`src/logic/qa_watchdog_pkg.sv`:
```
// Shared constants for the question-and-answer watchdog status and answer logic
package qa_watchdog_pkg;
	// ----------------------------------------------------------------
	// Timing
	// ----------------------------------------------------------------
	localparam int CLK_HZ = 25000000;
	localparam int WIN_STEP_NS = 550000;
	localparam int WIN_STEP_CYCLES = (WIN_STEP_NS / 1000) * (CLK_HZ / 1000000);
	localparam int STEP_W = 16;
	// ----------------------------------------------------------------
	// Serial frame commands
	// ----------------------------------------------------------------
	localparam logic [7:0] CMD_RD_STATUS = 8'h4E;
	localparam logic [7:0] CMD_WR_ANSWER = 8'hE1;
	localparam logic [7:0] FILL_BYTE = 8'h00;
	localparam logic [4:0] FRAME_BITS = 5'h10;
	localparam logic [4:0] CMD_BITS = 5'h08;
	// ----------------------------------------------------------------
	// Status field positions
	// ----------------------------------------------------------------
	localparam int ST_FAIL_TH = 7;
	localparam int ST_ANS_CNT_HI = 6;
	localparam int ST_ANS_CNT_LO = 5;
	localparam int ST_CFG_CHG = 4;
	localparam int ST_BAD_ANS = 3;
	localparam int ST_SEQ = 2;
	localparam int ST_TIME_OUT = 1;
	localparam int ST_EARLY = 0;
	// ----------------------------------------------------------------
	// Reset values and counts
	// ----------------------------------------------------------------
	localparam logic FAIL_TH_INIT = 1'b1;
	localparam logic [1:0] ANS_CNT_MULTI_INIT = 2'h3;
	localparam logic [1:0] ANS_CNT_SINGLE_INIT = 2'h1;
	localparam logic [3:0] QUESTION_INIT = 4'hC;
	localparam logic [7:0] WIN1_INIT = 8'hFF;
	localparam logic [4:0] WIN2_INIT = 5'h1F;
	localparam logic [7:0] QA_CFG_INIT = 8'h0A;
	localparam logic [2:0] SEQ_MIN_WIN1 = 3'h3;
	localparam logic [2:0] MULTI_ANSWERS = 3'h4;
	localparam logic [2:0] SINGLE_ANSWERS = 3'h1;
	localparam logic MODE_MULTI = 1'b0;
endpackage

```
`src/logic/serial_frame_port.sv`:
```
// Serial control port: samples the link pins, frames command and data bytes
`timescale 1ns/1ns
`default_nettype none
module serial_frame_port (
	input wire logic ref_clk_in,
	input wire logic sys_rst_in,
	input wire logic sclk_in,
	input wire logic cs_n_in,
	input wire logic mosi_in,
	input wire logic [7:0] tx_byte_in,
	output logic cmd_valid_out,
	output logic [7:0] cmd_out,
	output logic data_valid_out,
	output logic [7:0] data_out,
	output logic miso_out
);
	logic [2:0] sclk_sync_reg;
	logic [1:0] cs_sync_reg;
	logic [1:0] mosi_sync_reg;
	logic [4:0] bit_cnt_reg;
	logic [15:0] rx_reg;
	logic [7:0] tx_reg;
	logic cmd_valid_reg;
	logic data_valid_reg;
	logic miso_reg;
	wire logic sclk_rise;
	wire logic sclk_fall;
	wire logic cs_active;
	wire logic [15:0] rx_next;
	wire logic [4:0] bit_cnt_next;

	// Edges are taken between the second and third stage only
	assign sclk_rise = sclk_sync_reg[1] & ~sclk_sync_reg[2];
	assign sclk_fall = ~sclk_sync_reg[1] & sclk_sync_reg[2];
	assign cs_active = ~cs_sync_reg[1];
	assign rx_next = {rx_reg[14:0], mosi_sync_reg[1]};
	assign bit_cnt_next = bit_cnt_reg + 5'h01;

	always_ff @(posedge ref_clk_in) begin
		if (sys_rst_in) begin
			sclk_sync_reg <= 3'h0;
			cs_sync_reg <= 2'h3;
			mosi_sync_reg <= 2'h0;
		end else begin
			sclk_sync_reg <= {sclk_sync_reg[1:0], sclk_in};
			cs_sync_reg <= {cs_sync_reg[0], cs_n_in};
			mosi_sync_reg <= {mosi_sync_reg[0], mosi_in};
		end
	end

	always_ff @(posedge ref_clk_in) begin
		if (sys_rst_in || !cs_active) begin
			bit_cnt_reg <= 5'h00;
			rx_reg <= 16'h0000;
		end else if (sclk_rise && bit_cnt_reg != qa_watchdog_pkg::FRAME_BITS) begin
			bit_cnt_reg <= bit_cnt_next;
			rx_reg <= rx_next;
		end
	end

	always_ff @(posedge ref_clk_in) begin
		if (sys_rst_in) begin
			cmd_valid_reg <= 1'b0;
			data_valid_reg <= 1'b0;
		end else begin
			cmd_valid_reg <= cs_active && sclk_rise && bit_cnt_next == qa_watchdog_pkg::CMD_BITS;
			data_valid_reg <= cs_active && sclk_rise && bit_cnt_next == qa_watchdog_pkg::FRAME_BITS;
		end
	end

	// Reply bits change on falling edges, so the host samples them stable on rising ones
	always_ff @(posedge ref_clk_in) begin
		if (sys_rst_in || !cs_active) begin
			tx_reg <= qa_watchdog_pkg::FILL_BYTE;
			miso_reg <= 1'b0;
		end else if (cmd_valid_reg) begin
			tx_reg <= tx_byte_in;
		end else if (sclk_fall && bit_cnt_reg >= qa_watchdog_pkg::CMD_BITS) begin
			miso_reg <= tx_reg[7];
			tx_reg <= {tx_reg[6:0], 1'b0};
		end
	end

	assign cmd_valid_out = cmd_valid_reg;
	assign data_valid_out = data_valid_reg;
	assign cmd_out = rx_reg[7:0];
	assign data_out = rx_reg[7:0];
	assign miso_out = miso_reg;
endmodule
`default_nettype wire

```
`src/logic/qa_watchdog_status_answer.sv`:
```
// Watchdog answer collection, cycle judgement and clear-on-read status register
`timescale 1ns/1ns
`default_nettype none
module qa_watchdog_status_answer #(
	parameter int STEP_CYCLES = qa_watchdog_pkg::WIN_STEP_CYCLES
) (
	input wire logic ref_clk_in,
	input wire logic sys_rst_in,
	input wire logic device_reset_state_in,
	input wire logic spi_sclk_in,
	input wire logic spi_cs_n_in,
	input wire logic spi_mosi_in,
	input wire logic window_mode_select_in,
	input wire logic [7:0] first_window_setting_in,
	input wire logic [4:0] second_window_setting_in,
	input wire logic [7:0] question_answer_setting_in,
	input wire logic [3:0] failure_counter_in,
	input wire logic [3:0] drive_threshold_in,
	input wire logic [7:0] expected_response_in,
	input wire logic [3:0] next_question_in,
	output logic spi_miso_out,
	output logic [3:0] current_question_out,
	output logic cycle_end_out,
	output logic in_window_one_out
);
	logic init_reg;
	logic write_cmd_reg;
	logic mode_reg;
	logic [7:0] win1_reg;
	logic [4:0] win2_reg;
	logic [7:0] qa_cfg_reg;
	logic [qa_watchdog_pkg::STEP_W-1:0] step_cnt_reg;
	logic [7:0] win_cnt_reg;
	logic win_one_reg;
	logic cycle_end_reg;
	logic [2:0] win1_answers_reg;
	logic [2:0] total_answers_reg;
	logic wrong_seen_reg;
	logic [1:0] answer_cnt_reg;
	logic fail_th_reg;
	logic cfg_chg_reg;
	logic bad_answer_reg;
	logic seq_fault_reg;
	logic time_out_reg;
	logic early_reg;
	logic [3:0] question_reg;
	wire logic cmd_valid;
	wire logic [7:0] cmd_byte;
	wire logic data_valid;
	wire logic [7:0] data_byte;
	wire logic miso;
	wire logic init;
	wire logic status_read;
	wire logic answer_write;
	wire logic step_done;
	wire logic win_done;
	wire logic cfg_diff;
	wire logic multi;
	wire logic below_th;
	wire logic [1:0] answer_cnt_init;
	wire logic [7:0] status_byte;
	wire logic [2:0] total_next;
	wire logic [2:0] win1_next;
	wire logic seq_end;
	wire logic time_out_end;
	wire logic early_end;

	function automatic logic [2:0] sat_inc(input logic [2:0] v, input logic en);
		sat_inc = (en && v != 3'h7) ? v + 3'h1 : v;
	endfunction

	// ----------------------------------------------------------------
	// Serial port
	// ----------------------------------------------------------------
	serial_frame_port port_inst (
		.ref_clk_in(ref_clk_in),
		.sys_rst_in(sys_rst_in),
		.sclk_in(spi_sclk_in),
		.cs_n_in(spi_cs_n_in),
		.mosi_in(spi_mosi_in),
		.tx_byte_in(status_byte),
		.cmd_valid_out(cmd_valid),
		.cmd_out(cmd_byte),
		.data_valid_out(data_valid),
		.data_out(data_byte),
		.miso_out(miso)
	);

	// ----------------------------------------------------------------
	// Decode
	// ----------------------------------------------------------------
	assign init = sys_rst_in | device_reset_state_in;
	assign status_read = cmd_valid && cmd_byte == qa_watchdog_pkg::CMD_RD_STATUS;
	// Only a completed write frame is an answer; status reads never count
	assign answer_write = data_valid && write_cmd_reg && init_reg && !init;
	assign multi = mode_reg == qa_watchdog_pkg::MODE_MULTI;
	assign below_th = failure_counter_in < drive_threshold_in;
	assign answer_cnt_init = window_mode_select_in == qa_watchdog_pkg::MODE_MULTI ?
		qa_watchdog_pkg::ANS_CNT_MULTI_INIT : qa_watchdog_pkg::ANS_CNT_SINGLE_INIT;
	assign cfg_diff = window_mode_select_in != mode_reg || first_window_setting_in != win1_reg ||
		second_window_setting_in != win2_reg || question_answer_setting_in != qa_cfg_reg;
	assign status_byte = {fail_th_reg, answer_cnt_reg, cfg_chg_reg, bad_answer_reg, seq_fault_reg,
		time_out_reg, early_reg};
	assign total_next = sat_inc(total_answers_reg, answer_write);
	assign win1_next = sat_inc(win1_answers_reg, answer_write && win_one_reg);
	assign seq_end = multi && win1_next < qa_watchdog_pkg::SEQ_MIN_WIN1;
	assign time_out_end = multi ? total_next < qa_watchdog_pkg::MULTI_ANSWERS :
		total_next < qa_watchdog_pkg::SINGLE_ANSWERS;
	assign early_end = multi ? win1_next >= qa_watchdog_pkg::MULTI_ANSWERS :
		win1_next >= qa_watchdog_pkg::SINGLE_ANSWERS;

	// ----------------------------------------------------------------
	// Window timing
	// ----------------------------------------------------------------
	assign step_done = step_cnt_reg == qa_watchdog_pkg::STEP_W'(STEP_CYCLES - 1);
	assign win_done = step_done && (win_one_reg ? win_cnt_reg == win1_reg :
		win_cnt_reg == {3'h0, win2_reg});

	// A configuration change restarts the cycle so old windows never judge new answers
	always_ff @(posedge ref_clk_in) begin
		if (init || cfg_diff) begin
			step_cnt_reg <= '0;
			win_cnt_reg <= 8'h00;
			win_one_reg <= 1'b1;
			cycle_end_reg <= 1'b0;
		end else begin
			step_cnt_reg <= step_done ? '0 : step_cnt_reg + 1'b1;
			cycle_end_reg <= win_done && !win_one_reg;
			if (win_done) begin
				win_cnt_reg <= 8'h00;
				win_one_reg <= !win_one_reg;
			end else if (step_done) begin
				win_cnt_reg <= win_cnt_reg + 8'h01;
			end
		end
	end

	// ----------------------------------------------------------------
	// Configuration shadow
	// ----------------------------------------------------------------
	always_ff @(posedge ref_clk_in) begin
		if (sys_rst_in) begin
			init_reg <= 1'b0;
			mode_reg <= qa_watchdog_pkg::MODE_MULTI;
			win1_reg <= qa_watchdog_pkg::WIN1_INIT;
			win2_reg <= qa_watchdog_pkg::WIN2_INIT;
			qa_cfg_reg <= qa_watchdog_pkg::QA_CFG_INIT;
		end else begin
			init_reg <= 1'b1;
			mode_reg <= window_mode_select_in;
			win1_reg <= first_window_setting_in;
			win2_reg <= second_window_setting_in;
			qa_cfg_reg <= question_answer_setting_in;
		end
	end

	// ----------------------------------------------------------------
	// Per-cycle answer bookkeeping
	// ----------------------------------------------------------------
	// Command byte of the frame in progress decides what its data byte is
	always_ff @(posedge ref_clk_in) begin
		if (init) begin
			write_cmd_reg <= 1'b0;
		end else if (cmd_valid) begin
			write_cmd_reg <= cmd_byte == qa_watchdog_pkg::CMD_WR_ANSWER;
		end
	end

	always_ff @(posedge ref_clk_in) begin
		if (init || cfg_diff || cycle_end_reg) begin
			win1_answers_reg <= 3'h0;
			total_answers_reg <= 3'h0;
			wrong_seen_reg <= 1'b0;
		end else begin
			win1_answers_reg <= win1_next;
			total_answers_reg <= total_next;
			if (answer_write && data_byte != expected_response_in) begin
				wrong_seen_reg <= 1'b1;
			end
		end
	end

	always_ff @(posedge ref_clk_in) begin
		if (init || cfg_diff || cycle_end_reg) begin
			answer_cnt_reg <= answer_cnt_init;
		end else if (answer_write) begin
			answer_cnt_reg <= answer_cnt_reg - 2'h1;
		end
	end

	always_ff @(posedge ref_clk_in) begin
		if (init) begin
			question_reg <= qa_watchdog_pkg::QUESTION_INIT;
		end else if (cycle_end_reg) begin
			question_reg <= next_question_in;
		end
	end

	// ----------------------------------------------------------------
	// Status flags: an event in the read cycle beats the clear
	// ----------------------------------------------------------------
	always_ff @(posedge ref_clk_in) begin
		if (init) begin
			fail_th_reg <= qa_watchdog_pkg::FAIL_TH_INIT;
		end else if (!below_th) begin
			fail_th_reg <= 1'b0;
		end else if (status_read) begin
			fail_th_reg <= 1'b1;
		end
	end

	always_ff @(posedge ref_clk_in) begin
		if (init) begin
			cfg_chg_reg <= 1'b0;
		end else if (cfg_diff) begin
			cfg_chg_reg <= 1'b1;
		end else if (status_read) begin
			cfg_chg_reg <= 1'b0;
		end
	end

	// Time-out stays set after reconfiguration so the host can resynchronise
	always_ff @(posedge ref_clk_in) begin
		if (init) begin
			bad_answer_reg <= 1'b0;
			seq_fault_reg <= 1'b0;
			time_out_reg <= 1'b0;
			early_reg <= 1'b0;
		end else if (cycle_end_reg) begin
			bad_answer_reg <= wrong_seen_reg || (answer_write && data_byte != expected_response_in);
			seq_fault_reg <= seq_end;
			time_out_reg <= time_out_end;
			early_reg <= early_end;
		end else if (status_read) begin
			bad_answer_reg <= 1'b0;
			seq_fault_reg <= 1'b0;
			time_out_reg <= 1'b0;
			early_reg <= 1'b0;
		end
	end

	// ----------------------------------------------------------------
	// Outputs
	// ----------------------------------------------------------------
	assign spi_miso_out = miso;
	assign current_question_out = question_reg;
	assign cycle_end_out = cycle_end_reg;
	assign in_window_one_out = win_one_reg;
endmodule
`default_nettype wire

```
`config.mk`:
```
export PLATFORM = sky130hd
export DESIGN_NAME = qa_watchdog_status_answer
export DESIGN_NICKNAME = d
export VERILOG_FILES = /design/src/logic/qa_watchdog_pkg.sv /design/src/logic/serial_frame_port.sv /design/src/logic/qa_watchdog_status_answer.sv
export SDC_FILE = /design/constraint.sdc
export NUM_CORES = 1
export LEC_CHECK = 0
export ABC_AREA = 1
export BUFFER_PORTS_ARGS = -buffer_cell sky130_fd_sc_hd__buf_4
export CAP_MARGIN = 15
export CORE_AREA = 8 8 137 139
export DETAILED_ROUTE_END_ITERATION = 16
export DIE_AREA = 0 0 145 147
export SYNTH_ARGS = -nofsm -noshare
export SYNTH_HDL_FRONTEND = slang
export SYNTH_SLANG_ARGS = --single-unit
```
`constraint.sdc`:
```
create_clock -name ref_clk_in -period 2.15 [get_ports ref_clk_in]
set_input_delay 0.1075 -clock ref_clk_in [delete_from_list [all_inputs] [get_ports ref_clk_in]]
set_output_delay 0.1075 -clock ref_clk_in [all_outputs]
set_load 0.05 [all_outputs]
```
## Yosys cells after proc, flatten, opt, wreduce, memory -nomap -nowiden

Cells that the tools add are included.

| word-level totals | value |
|---|---|
| register bits after elaboration | 100 |
| output and inout port bits | 7 |
| logic and storage cells | 118 |

| operators by class | value |
|---|---|
| add/subtract/negate cells | 6 |
| order comparisons | 7 |
| eq/ne operators | 16 |
| mux-type cells | 19 |
| bitwise logic cells | 8 |
| reductions and logical operators | 32 |

Operator list:

| kind | number |
|---|---|
| $ne 8x8->1 | 3 |
| $add 16x1->16 const B | 1 |
| $eq 16x14->1 const B | 1 |
| $logic_and 1x1->1 | 16 |
| $mux 8 | 2 |
| $mux 1 | 12 |
| $add 8x1->8 const B | 1 |
| $eq 8x5->1 | 1 |
| $eq 8x7->1 const B | 1 |
| $eq 8x8->1 | 1 |
| $eq 8x8->1 const B | 1 |
| $reduce_bool 2->1 | 4 |
| $logic_or 1x1->1 | 7 |
| $add 3x1->3 const B | 2 |
| $mux 2 | 3 |
| $mux 3 | 2 |
| $ne 3x3->1 const B | 2 |
| $add 5x1->5 const B | 1 |
| $eq 5x4->1 const B | 1 |
| $eq 5x5->1 const B | 1 |
| $ge 5x4->1 const B | 1 |
| $ne 5x5->1 | 1 |
| $ne 5x5->1 const B | 1 |
| $not 1->1 | 5 |
| other kinds (14) | 17 |

## Longest topological paths before layout

| logic depth | value |
|---|---|
| depth in word-level cells | 9 |
| depth in mapped cells | 12 |
| gate-level depth less buffers | 11 |

## Hierarchy

A second synthesis with hierarchy kept.

| second synthesis, totals | value |
|---|---|
| cells, all modules | 758 |
| area total of the unflattened synthesis | 5149.9 um^2 |

Modules (own cells, without submodules):

| module | instances | cells each | area an instance (um^2) |
|---|---|---|---|
| qa_watchdog_status_answer | 1 | 560 | 3706.1 |
| serial_frame_port | 1 | 198 | 1443.9 |

## Worst setup path before layout

Ideal clock, no wire load.

| path | value |
|---|---|
| kind | register to register |
| start point | reg win_one_reg, in the netlist in_window_one_out |
| end point | reg win_cnt_reg[2] |
| library setup time | 117 ps |
| arrival time | 1671 ps |
| required time | 2033 ps |
| setup slack | 363 ps |
| cell stages (with the launch flop) | 10 |
| path buffers | 1 |
| path through | dfxtp_1 > buf_4 > nand2_1 > o21ai_1 > xor2_1 > nand2_1 > nor2_1 > nand2_1 > nand2_2 > nor2_1 |

| between the ends | value |
|---|---|
| word-level cells in the longest chain between the ends | 3 |

RTL lines:

| element | RTL line | text |
|---|---|---|
| start, declared | qa_watchdog_status_answer.sv:34 | `logic win_one_reg;` |
| start signal, assigned | qa_watchdog_status_answer.sv:131 | `win_one_reg <= !win_one_reg;` |
| $mux 1 | qa_watchdog_status_answer.sv:116 | `assign win_done = step_done && (win_one_reg ? win_cnt_reg == win1_reg :` |
| $logic_and 1x1->1 | qa_watchdog_status_answer.sv:116 |  |
| $reduce_or 2->1 (no line) | - |  |
| end signal, assigned | qa_watchdog_status_answer.sv:133 | `win_cnt_reg <= win_cnt_reg + 8'h01;` |
| end, declared | qa_watchdog_status_answer.sv:33 | `logic [7:0] win_cnt_reg;` |

Every way passes these cells.
A chain may end at the register's enable or synchronous reset.

## Worst setup path in the final report

| path | value |
|---|---|
| start point | in first_window_setting_in[3] |
| end point | reg answer_cnt_reg[1] (enable) |

| between the ends | value |
|---|---|
| word-level cells in the longest chain between the ends | 7 |

RTL lines:

| element | RTL line | text |
|---|---|---|
| start, declared | qa_watchdog_status_answer.sv:14 | `input wire logic [7:0] first_window_setting_in,` |
| $ne 8x8->1 | qa_watchdog_status_answer.sv:100 | `assign cfg_diff = window_mode_select_in != mode_reg \|\| first_window_setting_in != win1_reg \|\|` |
| $logic_or 1x1->1 (2 in a row) | qa_watchdog_status_answer.sv:100 |  |
| $logic_or 1x1->1 | qa_watchdog_status_answer.sv:101 | `second_window_setting_in != win2_reg \|\| question_answer_setting_in != qa_cfg_reg;` |
| $logic_or 1x1->1 (2 in a row) | qa_watchdog_status_answer.sv:184 | `if (init \|\| cfg_diff \|\| cycle_end_reg) begin` |
| $reduce_bool 2->1 (no line) | - |  |
| end signal, assigned | qa_watchdog_status_answer.sv:185 | `answer_cnt_reg <= answer_cnt_init;` |
| end signal, assigned | qa_watchdog_status_answer.sv:187 | `answer_cnt_reg <= answer_cnt_reg - 2'h1;` |
| end, declared | qa_watchdog_status_answer.sv:39 | `logic [1:0] answer_cnt_reg;` |

Every way passes these cells.

==> Implementation_results.wiki <==
{| class="wikitable"
! Metric !! Value
|-
| Outcome || complete, no violations
|-
| First DRT Iteration DRCs || 220
|-
| Final Max Slew Viols || 0
|-
| Asr flop ratio synth || 0%
|-
| Syn Std Cell Area || 0.00491 mm^2
|-
| Path type of the worst min-delay path || input port to register
|-
| Post-Synthesis Net Count || between 700 and 800
|-
| Post-CTS Setup Bufs || 0
|-
| Clock slew seen by the registers of the worst setup and hold paths || 70 ps
|-
| Iteration count of the initial detailed-routing pass || 6
|-
| Logic gate share of total power || about 7%
|-
| Category of cells accounting for the largest share of critical-path delay || simple AND/OR/NAND/NOR gates
|-
| Number of flops mapped to enable cells by yosys || 2
|-
| Startpoint class of the critical path || input port
|-
| DIE HEIGHT || around 150 um
|-
| Number of hold buffers added after cts || 26
|-
| DIE AREA || about 0.021 mm^2
|-
| Worst endpoint data arrival time || around 1900 ps
|-
| CP Cell Sequence || dlygate4sd3_1, buf_4, inv_1, nand2_1, nand2_1, nor2_1, nand2_1, nor2_4, nand2_1, nor2_1, nand3_2, inv_2, nand2_1
|-
| Highest clock rate || 551 MHz
|-
| Sink Count || 100
|-
| Via count of the first global-routing pass || 3952
|-
| Number of cells upsized or downsized after cts || 0
|-
| Standard-cell row count || 48
|-
| Number of primary I/O pins || 55
|-
| Clock Path Buffers || 2
|-
| Total clock buffers created by CTS || 9
|-
| Largest incremental delay on the critical path || about 540 ps
|-
| Flop and latch count out of synthesis || 100
|-
| Number of hold violations in the final report || 0
|-
| Aggregate global-route resource usage || around a tenth
|-
| Post-detail-place hpwl || around 7.9 mm
|-
| Setup violators final || 0
|-
| Wire length of the first global-routing pass || 18.2 mm
|-
| Routed Wire Length || between 10 and 15 mm
|-
| Worst skew pair latency || ~340 ps
|-
| Area added between synthesis and finish || 25.3%
|-
| Number of antenna violations at the first check in global routing || 0
|-
| Max capacitance violation total || 0
|-
| Remaining antenna violation count after routing || 0
|-
| Distinct cell type count after synthesis || 39
|-
| Antenna diode count || 0
|-
| Fraction of final layout cells sized beyond drive strength 1 || around 15%
|-
| Core area || 0.0168 mm^2
|-
| Detailed-route vias per instance || a little over 4
|-
| Critical Path Sink Type || register
|-
| Detailed-route DRC error count || 0
|-
| Per-cell routed wire length || roughly 10 um
|-
| Total grt overflow || 0
|-
| Final GP Congestion || around 0.76
|-
| Post-Layout Cell Count || approximately 1000
|-
| Max_slew headroom || between 50% and 60%
|-
| Initial core utilization || between 20 and 30%
|-
| Register share of total power || 49.1%
|-
| Maximum vdd ir drop || around 0.00044 V
|-
| P_sw || roughly 0.83 mW
|-
| Input/output buffers || 54
|-
| Clock period minus final worst setup slack || 1810 ps
|-
| Clock tree from TritonCTS || done
|-
| Average footprint of a synthesized cell || 7.17 um^2
|-
| Critical path buffers and inverters || 4
|-
| Overall power || just under 4 mW
|-
| Pint || 3.06 mW
|-
| Setup repair after global routing missed its margin || no
|-
| Leakage dissipation || around 2.7 nW
|-
| Pin count of the biggest net entering global routing || 18
|-
| Total power divided by cell area || around 630 mW/mm^2
|-
| Critical path peak fanout || 9
|-
| Tcrit/Tclk final || a little over four fifths
|-
| Post-route clock skew || 4.87 ps
|-
| Root Buffer || clkbuf_16
|-
| Fraction of the yosys area taken by sequential cells || 41.2%
|-
| Number of instances in the placed design || 960
|-
| Filler Cells Inserted || between 1500 and 2000
|-
| Die X || ~150 um
|-
| Cell with the biggest individual delay on the critical path || dlygate4sd3_1
|-
| Count of nets after finishing || around 830
|-
| Clock power share || between 40 and 50%
|-
| Setup TNS || 0 ps
|-
| Most common flop cell mapped by yosys || dfxtp_1
|-
| Vias || 4085
|-
| Htree depth || 3
|-
| Critical Setup Path Class || input port to register
|-
| Synthesized instance count || between 600 and 700
|-
| Critical path data required time || ~2300 ps
|-
| Max FFs per register || 16
|-
| Warnings, synthesis || 0
|-
| CP dominant cell by count || nand2_1
|-
| Switching portion of total power || about a fifth
|-
| Actual transition at the worst max-transition pin || 693 ps
|}
-- worst register-to-register path, stage by stage, from the launching register on --
cell     delay (ps)
dfxtp_1         600
nand4_1         140
nor4_1          550
nor2_1          200
nand2_1         100
a21oi_1          70
-- worst paths after layout --
check,slack (ps),cells past startpoint,start,end
setup / recovery,340,13,first_window_setting_in[3],answer_cnt_reg[1]
hold / removal,20,3,window_mode_select_in,mode_reg
setup reg to reg,380,5,port_inst.cmd_valid_out,time_out_reg
hold reg to reg,420,2,port_inst.mosi_sync_reg[0],port_inst.mosi_sync_reg[1]
-- layer usage --
metal | vias to the layer above | global-route usage [%] | routed length [um]
met5 | - | 0 | 0
met2 | 53 | 16.5 | 4720
met4 | 0 | 3.47 | 136
met3 | 6 | 3.08 | 394
met1 | 1751 | 12.9 | 5190
li1 | 2275 | - | -
-- power groups by stage --
stage                     sequential (mW)  clock (mW)  combinational (mW)
after floorplan                      1.95           0               0.132
after global placement               1.95           0               0.236
after detailed placement             1.95           0               0.237
after CTS                            1.91        1.77               0.276
after global routing                 1.91        1.83               0.310
final                                1.91        1.71               0.272
-- cells in the final DEF (no fill, tap or decap), types with 2 or more instances in the layout --
| master | n |
|---|---|
| nand2_4 | 2 |
| clkbuf_1 | 3 |
| nand2_2 | 2 |
| xnor2_1 | 11 |
| edfxtp_1 | 2 |
| ha_1 | 13 |
| nand2_1 | 193 |
| nor4_1 | 2 |
| nor2_2 | 4 |
| o21ai_1 | 8 |
| nand3_1 | 27 |
| o21ai_0 | 18 |
| or2_2 | 9 |
| clkbuf_16 | 9 |
| nor3b_1 | 2 |
| nand3b_1 | 3 |
| dlygate4sd3_1 | 26 |
| nor2_1 | 76 |
| bufinv_16 | 2 |
| inv_1 | 102 |
| a211oi_1 | 2 |
| xor2_1 | 21 |
| dfxtp_1 | 98 |
| inv_2 | 9 |
| nor3_2 | 2 |
| buf_4 | 60 |
| a31oi_1 | 7 |
| clkinv_1 | 4 |
| nand4_1 | 11 |
| nor2_4 | 12 |
| nand3_2 | 2 |
| a21oi_1 | 23 |
| nor3_1 | 4 |
-- kinds of logic after synthesis --
family	synth area share [%]
flip-flops	41.2
buffers and inverters	10.1
XOR/XNOR	5.71
adder cells (fa/ha/maj)	3.31
AND/OR/NAND/NOR	33.2
AO/OA/AOI/OAI	6.50
-- Yosys cell counts (all sizes together), types with 3 or more instances --
| cell type | n | area, um^2 |
|---|---|---|
| or2 | 9 | 56.3 |
| a31oi | 7 | 43.8 |
| clkinv | 4 | 15.0 |
| xnor2 | 11 | 96.3 |
| xor2 | 21 | 184 |
| nand3 | 30 | 173 |
| ha | 13 | 163 |
| nor2 | 93 | 465 |
| buf | 4 | 36.3 |
| nor3 | 7 | 56.3 |
| nand4 | 11 | 68.8 |
| o21ai | 26 | 130 |
| inv | 112 | 423 |
| a21oi | 23 | 115 |
| clkbuf | 6 | 22.5 |
| dfxtp | 98 | 1960 |
| nand3b | 3 | 22.5 |
| nand2 | 197 | 759 |
-- through the flow --
| stage | area (um^2) | worst slack, ps | hold WS, ps | util, % |
|---|---|---|---|---|
| CTS | 6150 | 323 | 2.47 | 36.7 |
| floorplan | 4910 | 363 | 197 | - |
| global placement | 5580 | 320 | 301 | 33.3 |
| finish | 6150 | 336 | 17.2 | 36.7 |
| detailed placement | 5580 | 354 | 305 | 33.3 |
| global route | 6150 | 153 | 10.9 | 36.7 |
-- area by class of cell --
| class | count | area [um^2] | share of cell area (%) |
|---|---|---|---|
| repair buffers | 86 | 711 | 11.5 |
| inverters | 116 | 438 | 7.12 |
| multi-input cells | 459 | 2390 | 38.9 |
| clock buffers | 12 | 236 | 3.84 |
| well taps | 225 | 282 | 4.58 |
| clock inverters | 4 | 73.8 | 1.20 |
| flip-flops and latches | 100 | 2020 | 32.9 |
(Power assumes the default switching activity.)
